`src/logic/adc_port_pkg.sv`:
```
// shared constants for the adc serial data and configuration port
package adc_port_pkg;
  localparam logic [15:0] RESULT_RESET = 16'h0000;
  localparam logic [15:0] CONFIG_RESET = 16'h058b;
  localparam logic [15:0] CODE_POS_MAX = 16'h7fff;
  localparam logic [15:0] CODE_NEG_MAX = 16'h8000;
  localparam int START_BIT = 15;
  localparam int CHAN_LSB = 12;
  localparam int GAIN_LSB = 9;
  localparam int MODE_BIT = 8;
  localparam int KEY_LSB = 1;
  localparam int RSVD_BIT = 0;
  localparam logic [1:0] KEY_WRITE = 2'h1;
  localparam logic [15:0] CONFIG_RO_MASK = 16'h0001;
  localparam int CLK_MHZ = 125;
  localparam int TIMEOUT_MS = 28;
  localparam int TIMEOUT_CYCLES = TIMEOUT_MS * 1000 * CLK_MHZ;
  localparam int READY_LEAD_US = 8;
  localparam int READY_LEAD_CYCLES = READY_LEAD_US * CLK_MHZ;
  localparam int CONV_CYCLES_DEF = 20000;
  localparam int XFER_BITS = 32;
  localparam int WORD_BITS = 16;
endpackage

```
`src/logic/pin_sync.sv`:
```
// three-stage pin synchroniser with agreement of the last two stages
`timescale 1ns/10ps
`default_nettype none
module pin_sync
(
  // clock and reset
  input wire logic core_clk_i,
  input wire logic sys_rst_i,
  input wire logic rst_val_i,
  // pin and clean level
  input wire logic pin_i,
  output logic level_o
);
  logic s1_q;
  logic s2_q;
  logic s3_q;
  logic lvl_q;
  logic lvl_d;

  always_comb
  begin
    lvl_d = lvl_q;
    if (s2_q == s3_q)
    begin
      lvl_d = s3_q;
    end
  end

  always_ff @(posedge core_clk_i)
  begin
    s1_q <= pin_i;
    s2_q <= s1_q;
    s3_q <= s2_q;
    if (sys_rst_i)
    begin
      lvl_q <= rst_val_i;
    end
    else
    begin
      lvl_q <= lvl_d;
    end
  end

  assign level_o = lvl_q;
endmodule
`default_nettype wire

```
`src/logic/adc_serial_port.sv`:
```
// serial data and configuration port of a 16-bit adc
`timescale 1ns/10ps
`default_nettype none
module adc_serial_port
  import adc_port_pkg::*;
#(
  parameter int CONV_CYCLES = adc_port_pkg::CONV_CYCLES_DEF,
  parameter int TIMEOUT = adc_port_pkg::TIMEOUT_CYCLES
)
(
  // clock and reset
  input wire logic core_clk_i,
  input wire logic sys_rst_i,
  // serial pins
  input wire logic chip_select_n_i,
  input wire logic sclk_i,
  input wire logic din_i,
  output logic serial_out_with_ready_flag_o,
  output logic serial_out_with_ready_flag_oe_o,
  // converter sample, already scaled; wider to show overrange
  input wire logic signed [17:0] sample_i,
  // configuration fields and conversion status to the analog front end
  output logic [2:0] input_channel_select_o,
  output logic [2:0] gain_range_select_o,
  output logic converting_o
);
  import adc_port_pkg::*;

  typedef enum logic [1:0]
  {
    CV_IDLE = 2'b00,
    CV_RUN = 2'b01
  } conv_state_t;

  logic cs_n;
  logic sclk;
  logic din;
  logic sclk_prev_q;
  logic rise;
  logic fall;

  pin_sync u_cs (.core_clk_i(core_clk_i), .sys_rst_i(sys_rst_i),
    .rst_val_i(1'b1), .pin_i(chip_select_n_i), .level_o(cs_n));
  pin_sync u_sclk (.core_clk_i(core_clk_i), .sys_rst_i(sys_rst_i),
    .rst_val_i(1'b0), .pin_i(sclk_i), .level_o(sclk));
  pin_sync u_din (.core_clk_i(core_clk_i), .sys_rst_i(sys_rst_i),
    .rst_val_i(1'b0), .pin_i(din_i), .level_o(din));

  assign rise = sclk & ~sclk_prev_q & ~cs_n;
  assign fall = ~sclk & sclk_prev_q & ~cs_n;

  // state
  conv_state_t cv_q, cv_d;
  logic [31:0] cv_cnt_q, cv_cnt_d;
  logic [15:0] result_q, result_d;
  logic [15:0] pending_q, pending_d;
  logic pend_q, pend_d;
  logic fresh_q, fresh_d;
  logic [15:0] config_q, config_d;
  logic [31:0] shreg_q, shreg_d;
  logic [15:0] inword_q, inword_d;
  logic [5:0] bitcnt_q, bitcnt_d;
  logic dout_q, dout_d;
  logic [31:0] idle_q, idle_d;
  logic start_req;
  logic [15:0] clipped;
  logic busy;

  // active transfer: selected and at least one clock edge seen
  assign busy = ~cs_n && (bitcnt_q != 6'h0 || sclk);

  always_comb
  begin
    if (sample_i > 18'sd32767)
    begin
      clipped = CODE_POS_MAX;
    end
    else if (sample_i < -18'sd32768)
    begin
      clipped = CODE_NEG_MAX;
    end
    else
    begin
      clipped = sample_i[15:0];
    end
  end

  // conversion sequencer
  always_comb
  begin
    cv_d = cv_q;
    cv_cnt_d = cv_cnt_q;
    pending_d = pending_q;
    case (cv_q)
      CV_IDLE:
      begin
        if (!config_q[MODE_BIT] || start_req)
        begin
          cv_d = CV_RUN;
          cv_cnt_d = 32'h0;
        end
      end
      CV_RUN:
      begin
        if (cv_cnt_q == 32'(CONV_CYCLES - 1))
        begin
          pending_d = clipped;
          cv_cnt_d = 32'h0;
          if (config_q[MODE_BIT])
          begin
            cv_d = CV_IDLE;
          end
        end
        else
        begin
          cv_cnt_d = cv_cnt_q + 32'h1;
        end
      end
      default:
      begin
        cv_d = CV_IDLE;
      end
    endcase
  end

  // result buffer, loaded only while no transfer runs
  always_comb
  begin
    result_d = result_q;
    fresh_d = fresh_q;
    pend_d = pend_q;
    if (pend_q && !busy)
    begin
      result_d = pending_q;
      fresh_d = 1'b1;
      pend_d = 1'b0;
    end
    else if (rise && bitcnt_q == 6'h0)
    begin
      fresh_d = 1'b0;
    end
    // a result finishing as the old one loads must stay pending
    if (cv_q == CV_RUN && cv_cnt_q == 32'(CONV_CYCLES - 1))
    begin
      pend_d = 1'b1;
    end
    // in continuous mode an unread result goes stale just before the next one lands
    if (!config_q[MODE_BIT] && cv_q == CV_RUN &&
        cv_cnt_q == 32'(CONV_CYCLES - 1 - READY_LEAD_CYCLES))
    begin
      fresh_d = 1'b0;
    end
  end

  // serial shifter and configuration write
  always_comb
  begin
    shreg_d = shreg_q;
    inword_d = inword_q;
    bitcnt_d = bitcnt_q;
    dout_d = dout_q;
    config_d = config_q;
    start_req = 1'b0;
    idle_d = sclk ? 32'h0 : idle_q + 32'h1;
    if (cs_n || (idle_q >= 32'(TIMEOUT) && !sclk))
    begin
      bitcnt_d = 6'h0;
      idle_d = 32'h0;
    end
    else
    begin
      if (rise)
      begin
        if (bitcnt_q == 6'h0)
        begin
          // snapshot so the word cannot change mid transfer
          shreg_d = {result_q[14:0], config_q & ~16'h8000, 1'b0};
          dout_d = result_q[15];
        end
        else
        begin
          dout_d = shreg_q[31];
          shreg_d = {shreg_q[30:0], 1'b0};
        end
      end
      if (fall)
      begin
        inword_d = {inword_q[14:0], din};
        bitcnt_d = bitcnt_q + 6'h1;
        if (bitcnt_q == 6'(WORD_BITS - 1) &&
            inword_d[KEY_LSB +: 2] == KEY_WRITE)
        begin
          config_d = (inword_d & ~CONFIG_RO_MASK & ~16'h8000)
                     | CONFIG_RO_MASK;
          start_req = inword_d[START_BIT] && cv_q == CV_IDLE
                      && inword_d[MODE_BIT];
        end
        // readback half carries the configuration as this word leaves it
        if (bitcnt_q == 6'(WORD_BITS - 1))
        begin
          shreg_d[31:16] = config_d & ~16'h8000;
        end
        if (bitcnt_q == 6'(XFER_BITS - 1))
        begin
          bitcnt_d = 6'(XFER_BITS); // 32; later falling edges keep counting until deselect or time-out
        end
      end
    end
  end

  always_ff @(posedge core_clk_i)
  begin
    if (sys_rst_i)
    begin
      sclk_prev_q <= 1'b0;
      cv_q <= CV_IDLE;
      cv_cnt_q <= 32'h0;
      result_q <= RESULT_RESET;
      pending_q <= RESULT_RESET;
      pend_q <= 1'b0;
      fresh_q <= 1'b0;
      config_q <= CONFIG_RESET;
      shreg_q <= 32'h0;
      inword_q <= 16'h0;
      bitcnt_q <= 6'h0;
      dout_q <= 1'b1;
      idle_q <= 32'h0;
    end
    else
    begin
      sclk_prev_q <= sclk;
      cv_q <= cv_d;
      cv_cnt_q <= cv_cnt_d;
      result_q <= result_d;
      pending_q <= pending_d;
      pend_q <= pend_d;
      fresh_q <= fresh_d;
      config_q <= config_d;
      shreg_q <= shreg_d;
      inword_q <= inword_d;
      bitcnt_q <= bitcnt_d;
      dout_q <= dout_d;
      idle_q <= idle_d;
    end
  end

  // before the first edge the line is the ready flag
  assign serial_out_with_ready_flag_o =
    (bitcnt_q == 6'h0 && !sclk_prev_q) ? ~fresh_q : dout_q;
  assign serial_out_with_ready_flag_oe_o = ~cs_n;
  assign input_channel_select_o = config_q[CHAN_LSB +: 3];
  assign gain_range_select_o = config_q[GAIN_LSB +: 3];
  assign converting_o = (cv_q == CV_RUN);
endmodule
`default_nettype wire

```
`config.mk`:
```
export PLATFORM = sky130hd
export DESIGN_NAME = adc_serial_port
export DESIGN_NICKNAME = d
export VERILOG_FILES = /design/src/logic/adc_port_pkg.sv /design/src/logic/pin_sync.sv /design/src/logic/adc_serial_port.sv
export SDC_FILE = /design/constraint.sdc
export NUM_CORES = 1
export LEC_CHECK = 0
export ABC_AREA = 1
export BUFFER_PORTS_ARGS = -buffer_cell sky130_fd_sc_hd__buf_2
export CAP_MARGIN = 40
export CORE_ASPECT_RATIO = 1.2
export CORE_MARGIN = 10
export CORE_UTILIZATION = 28
export CTS_CLUSTER_DIAMETER = 50
export DETAILED_ROUTE_END_ITERATION = 16
export PLACE_DENSITY = 0.48
export SLEW_MARGIN = 5
export SYNTH_ARGS = -nofsm -noshare
export SYNTH_HDL_FRONTEND = slang
export SYNTH_SLANG_ARGS = --single-unit
```
`constraint.sdc`:
```
create_clock -name core_clk_i -period 2.6 [get_ports core_clk_i]
set_input_delay 0.65 -clock core_clk_i [delete_from_list [all_inputs] [get_ports core_clk_i]]
set_output_delay 0.65 -clock core_clk_i [all_outputs]
set_load 0.01 [all_outputs]
```
# Word level (Yosys, flattened, before mapping)
# Cells that the tools add are included.
# Widths: inputs -> output; s select.
# word_totals
elab_cells	109
out_inout_bits	9
reg_bits	182
input_bits	23
# op_classes
mux	24
n_bitwise	9
n_addsub	3
eq_ne	12
n_reduce_logical	32
n_lt_le_gt_ge	3
# op_table
cell	n
$mux 32	4
$add 32x1->32 const B	2
$eq 32x15->1 const B	2
$mux 16	4
$pmux 32 s2	1
$ge 32x22->1 const B	1
$gt 18x16->1 const B	1
$lt 18x16->1 const B	1
$mux 15	1
$logic_and 1x1->1	11
$mux 1	9
$reduce_and 2->1	4
$add 6x1->6 const B	1
$eq 6x4->1 const B	1
$eq 6x5->1 const B	1
$logic_not 6->1	1
$mux 2	3
$mux 6	1
$reduce_bool 2->1	3
$reduce_bool 6->1	1
$not 1->1	5
$and 1x1->1	4
$eq 2x1->1 const B	2
$logic_not 1->1	4
other kinds (9)	15

# Depth between registers and ports, before layout
# Gate-level depths: netlist (run 1).
# logic_depth
word_depth	9
depth_mapped	14
ltp_nobuf	13

# Modules after synthesis
# A second synthesis (run 1) with hierarchy kept.
# hier_totals
cells_unflattened	1316
hier_area_um2	8994.9
# by_module_without_submodules
module	cells_each	n_inst	area_per_inst_um2	seq_area_each_um2
adc_serial_port	1280	1	8627.0	3363.2
pin_sync	12	3	122.6	90.1

# Least setup slack after synthesis (run 1)
# OpenSTA, ideal clock, no wires.
# synth_timing
kind	register to output
start	register bitcnt_q[0]
end	output serial_out_with_ready_flag_o
required_ns	1.950
slack_ns	0.583
path_stages_with_launch	8
arrival_time_ns	1.367
cell_sequence	dfxtp_1 -> inv_1 -> ha_1 -> nand3_4 -> inv_1 -> clkbuf_1 -> a21oi_1 -> a31oi_1
# synth_via
elab_chain_cells	3
# synth_rtl
element	line_no	rtl
start, declared	adc_serial_port.sv:62	logic [5:0] bitcnt_q, bitcnt_d;
start signal, assigned	adc_serial_port.sv:241	bitcnt_q <= bitcnt_d;
$logic_not 6->1	adc_serial_port.sv:249	(bitcnt_q == 6'h0 && !sclk_prev_q) ? ~fresh_q : dout_q;
$logic_and 1x1->1	adc_serial_port.sv:249	
$mux 1	adc_serial_port.sv:249	
end, declared	adc_serial_port.sv:18	output logic serial_out_with_ready_flag_o,
# Every way passes these cells.

# Worst setup path in the final report (run 1)
# Ends and elaborated chain as after synthesis.

==> results.yml, run 1 <==
status:
  status: "finished clean"
placement:
  gp_congestion: 0.846
  place_hpwl_mm: 16.0
  port_buffers: 31
  dp.cells: 1656
route:
  drtIter0Drc: 499
  antenna_left: 0
  route.detailed.drc: 0
  via_per_inst: 4.66
  drt-total-wl_mm: 23.3
  wl_per_cell_um: 13.8
  vias: 7862
  dr.pass1.iters: 4
power_and_ir_drop:
  p_per_area_nw_per_um2: 568
  clkPwrFrac: 0.473
  power_switching_mw: 1.24
  netSwitchingFraction: 0.223
  vdd_drop_max_v: 0.000315
  seqPwrFrac: 0.502
  combPwrFrac: 0.026
  internal-power_mw: 4.33
  p_leak_nw: 4.01
die:
  dieArea_um2: 38900
  die_width_um: 182
  row_count: 71
  die-height_um: 214
  initial_utilization: 0.282
  core_um2: 31200
  ios: 32
timing:
  rsz0062_at_grt: "false"
  finalCritPeriodShare: 0.949
  drv_slew: 0
  post-route-min-period_ns: 2.47
  setup_tns_ns: 0
  setup_viol: 0
  hold_viol: 0
  finalClockSkew_ns: 0.0122
  max_freq_mhz: 405
  worstMarginPinSlew_ns: 0.764
  slew_headroom: 0.491
synthesis:
  yosys_warnings: 0
  synth-seq-area-share: 0.410
  synth_ff_type: "dfxtp_1"
  async_flop_share: 0
  synth_top_area_share: 0.410
  synth_edf_count: 0
  netlist_top_cells_count: "nand2_1 (254), nor2_1 (200), dfxtp_1 (180)"
  synthTopCellsByArea: "dfxtp_1 (41%), nand2_1 (11%), nor2_1 (8.5%)"
  synth_area_um2: 8780
  synth.distinct_cells: 46
  yosysMostFrequentCell: "nand2_1"
  yosysTopAreaCell: "dfxtp_1"
  synthCells: 1270
  avgSynthCellArea_um2: 6.92
  synth-seq-cells: 180
critical_path:
  cpMostUsedCell: "inv_1"
  crit_path_start_kind: "register"
  cp.depth: 7
  worstRegToRegCells: 8
  slowest_stage: "dfxtp_1"
  critPathArrivalTime_ns: 1.82
  crit_family: "buffers and inverters"
  crit_path_max_fanout: 4
  crit_buf_inv: 3
  path_cells: "inv_1 > ha_1 > nand3_4 > inv_1 > a21oi_1 > a31oi_1 > buf_2"
  endpoint_kind: "primary output"
  cp.required_ns: 1.95
  crit_type: "register to primary output"
  max_stage_delay_ns: 0.33
grt:
  grt_pass1_wl_mm: 38.6
  grt_max_degree: 78
  grt_antenna_before_repair: 1
  grt_pass1_vias: 7471
  overflow: 0
  grtUsageTotal: 0.119
cts:
  clockBufferDepth: 2
  holdBufCountCts: 0
  cts.clk_slew.worst_paths_ns: 0.07
  post_cts_resized: 0
  cts_root_buffer: "clkbuf_16"
  h-tree-depth: 4
  clock-sinks: 180
  cts_buffers: 17
  insertion_delay_ns: 0.44
  cts_setup_buffers: 0
  tritoncts: "yes"
hold_path:
  hp-class: "input port to register"
  whs_path_depth: 1
finish:
  final_cells: 1687
  drive_above_1_share: 0.0956
  layout.area.seq_um2: 3600
  syn2layout_area_growth_pct: 11.7
  fill_cells: 3369
  multi_input_comb_area_um2: 4390
  final_core_util: 0.315
  fin_nets: 1302
  num_antenna_cells: 0
flow_run:
  maxCapViolCount: 0
## through the flow
| stage | instance area [um^2] | hold slack [ns] | setup slack, ns | total power, mW |
|---|---|---|---|---|
| after detailed placement | 9220 | 0.312 | 0.531 | 3.01 |
| after floorplan | 8820 | 0.310 | 0.583 | 2.95 |
| after global placement | 9220 | 0.313 | 0.538 | 3.00 |
| after global routing | 9810 | 0.311 | 0.0353 | 5.81 |
| final | 9810 | 0.319 | 0.132 | 5.58 |
| after CTS | 9810 | 0.301 | 0.125 | 5.66 |
## registers in the layout (all words and copies together) (netlist names), 6 cells and up
signal     flops
bitcnt_q       6
config_q      15
cv_cnt_q      32
idle_q        32
inword_q      15
pending_q     16
result_q      16
shreg_q       31
## path summary, 6_finish.rpt
check | from | slack (ns) | end
worst min register to register | u_cs.s1_q | 0.33 | u_cs.s2_q
worst min-delay path | din_i | 0.32 | u_din.s1_q
worst max register to register | cv_cnt_q[0] | 0.55 | pending_q[12]
worst max-delay path | bitcnt_q[0] | 0.13 | serial_out_with_ready_flag_o
## per-layer routing
metal  share of wire  up-vias  wire length, um  track usage
li1                -     4166                -            -
met4           0.021        2              480       0.0453
met1            0.45     3530            10600        0.147
met3           0.034       30              788       0.0209
met5         0.00030        -                7            0
met2            0.49      134            11400        0.200
## cells by family (layout without fill, tap and decap cells)
family,after synthesis,in the layout,synth area share
compound gates,232,232,0.139
xor+xnor,13,13,0.0130
fa+ha+maj,5,5,0.00712
buf+inv,188,195,0.0939
flops,180,180,0.410
other cells,1,10,0.000427
simple gates,651,651,0.337
## final cells by class
class	instances	area share
Multi-Input combinational cell	911	0.448
Sequential cell	180	0.367
Tap cell	401	0.0511
Clock buffer	22	0.0483
Inverter	120	0.0464
Timing Repair Buffer	44	0.0270
Clock inverter	9	0.0121
## layout by cell type, fill, tap and decap left out, types with 4 or more instances in the layout
cell type | synthesis | routed
nor2_4 | 7 | 7
nand2_1 | 254 | 254
nor2_1 | 200 | 200
dfxtp_1 | 180 | 180
xor2_1 | 10 | 10
nand3b_1 | 7 | 7
a21oi_1 | 91 | 91
o21ai_1 | 24 | 24
nand4_1 | 38 | 38
buf_4 | 8 | 12
or2_1 | 5 | 5
nand3_1 | 78 | 78
conb_1 | 1 | 10
nor3_2 | 4 | 4
nor3_1 | 24 | 24
inv_1 | 106 | 105
clkbuf_16 | 0 | 17
ha_1 | 5 | 5
nand2_4 | 4 | 4
o211ai_1 | 16 | 16
or2_2 | 8 | 8
buf_2 | 19 | 31
inv_2 | 11 | 12
o21ai_0 | 92 | 92
## worst reg2reg max path, stage by stage (launching register included)
cell and delay, ns:
dfxtp_1 0.40, ha_1 0.26, nand2_1 0.14, nor2_4 0.18
nand4_2 0.20, nor2_4 0.40, buf_4 0.26, nor2_1 0.05
nor2_1 0.10
## power groups by stage
stage	Sequential [mW]	Combinational, mW	Clock, mW
after floorplan	2.86	0.0963	0
after global placement	2.86	0.144	0
after detailed placement	2.86	0.146	0
after CTS	2.80	0.146	2.72
after global routing	2.80	0.163	2.84
final	2.80	0.142	2.64
Power figures use the tool's default switching activity.
==> run 2: changes to the inputs <==
clock period = 2.4 ns   (was 2.6 ns; I/O delays follow)
==> run 2 against run 1 <==
Core utilization rose by 0.21 points. Highest routed layer unchanged. Via count fell by 1.1%. Power rose by 8.0%.
==> results.yml, run 2 (synthesized netlist as in run 1, its figures left out) <==
status:
  status: "finished clean"
die:
  die-height_um: 214
  die_width_um: 182
  ios: 32
  row_count: 71
  initial_utilization: 0.282
  dieArea_um2: 38900
  core_um2: 31200
cts:
  clockBufferDepth: 2
  tritoncts: "yes"
  cts_root_buffer: "clkbuf_16"
  clock-sinks: 180
  h-tree-depth: 4
  cts_buffers: 17
  cts.clk_slew.worst_paths_ns: 0.07
  holdBufCountCts: 0
  insertion_delay_ns: 0.43
critical_path:
  cp.required_ns: 1.80
  worstRegToRegCells: 9
  crit_type: "register to primary output"
  critPathArrivalTime_ns: 1.72
  crit_path_max_fanout: 3
  endpoint_kind: "primary output"
  crit_path_start_kind: "register"
timing:
  max_freq_mhz: 430
  hold_viol: 0
  setup_tns_ns: 0
  finalCritPeriodShare: 0.968
  rsz0062_at_grt: "false"
  slew_headroom: 0.473
  post-route-min-period_ns: 2.32
  worstMarginPinSlew_ns: 0.791
  finalClockSkew_ns: 0.0152
  drv_slew: 0
  whs_ns: 0.273
  setup_viol: 0
finish:
  layout_common_cells: "nand2_1 (254), nor2_1 (200), dfxtp_1 (180), inv_1 (104), o21ai_0 (92)"
  syn2layout_area_growth_pct: 12.4
  final_cells: 1694
  num_antenna_cells: 0
  top_regs: "cv_cnt_q (32), idle_q (32), shreg_q (31)"
  fin_nets: 1308
  design_area_um2: 9880
  final_common_cell: "nand2_1"
  drive_above_1_share: 0.103
power_and_ir_drop:
  vdd_drop_max_v: 0.000361
  p_per_area_nw_per_um2: 610
  p_leak_nw: 4.05
  power.total_mw: 6.02
placement:
  gp_congestion: 0.821
  port_buffers: 31
  dp.cells: 1661
  placed_area_um2: 9270
  place_hpwl_mm: 15.8
flow_run:
  maxCapViolCount: 0
grt:
  grt_pass1_wl_mm: 38.6
  overflow: 0
  grt_pass1_vias: 7465
  grt_max_degree: 100
  grtUsageTotal: 0.118
  grt_antenna_before_repair: 1
route:
  drt-total-wl_mm: 23.1
  route.detailed.drc: 0
  wl_per_cell_um: 13.7
  vias: 7779
  dr.pass1.iters: 4
  drtIter0Drc: 426
  antenna_left: 0
  via_per_inst: 4.59
hold_path:
  whs_path_depth: 1
  hp-class: "input port to register"
## run 2: changes by cell type in the layout (fill, tap and decap cells not counted)
cell      before  now
buf_4         12   17
inv_1        105  104
clkinv_4       2    3
clkbuf_1       2    1
a31oi_2        0    1
inv_2         12   13
inv_6          3    1
a31oi_1        3    2
clkinv_2       0    3
buf_12         1    2
## run 2: final timing paths
kind	start	to	slack, ns
hold / removal	sclk_i	u_sclk.s1_q	0.27
hold reg to reg	u_cs.s1_q	u_cs.s2_q	0.33
setup reg to reg	bitcnt_q[1]	cv_cnt_q[17]	0.36
setup / recovery	bitcnt_q[0]	serial_out_with_ready_flag_o	0.08
## run 2: final cells by class
type,instances,area [um^2]
Sequential cell,180,3600
Fill cell,3432,21300
Inverter,120,455
Multi-Input combinational cell,911,4400
Tap cell,401,502
Clock inverter,11,125
Clock buffer,21,470
Timing Repair Buffer,50,323
## run 2: worst max-delay path, stage by stage, from the launching register on
cell	delay, ns
dfxtp_1	0.32
inv_1	0.09
ha_1	0.19
nand3_4	0.09
inv_2	0.08
a21oi_1	0.07
a31oi_2	0.25
buf_2	0.19
## run 2: per-layer routing
| layer | part of all wire | vias up | track usage |
|---|---|---|---|
| li1 | - | 4150 | - |
| met3 | 0.018 | 19 | 0.0189 |
| met5 | 0.00030 | - | 0 |
| met1 | 0.49 | 3545 | 0.153 |
| met4 | 0.012 | 2 | 0.0356 |
| met2 | 0.48 | 63 | 0.197 |
## run 2: metrics by stage
stage | setup slack, ns | utilization
after floorplan | 0.433 | -
after global placement | 0.353 | 0.297
after detailed placement | 0.344 | 0.297
after CTS | 0.0764 | 0.317
after global routing | 0.0365 | 0.317
final | 0.0768 | 0.317
## run 2: report_power, final
| group | leakage (nW) | switching [mW] | internal, mW |
|---|---|---|---|
| sequential | 1.46 | 0.0140 | 3.02 |
| clock | 0.289 | 1.22 | 1.62 |
| combinational | 2.30 | 0.103 | 0.0507 |
## run 2: timing repair
item / in CTS / in global routing
gates resized for setup: 2 / 0
buffers inserted: 1 / 0
setup endpoints to repair: 1 / 0
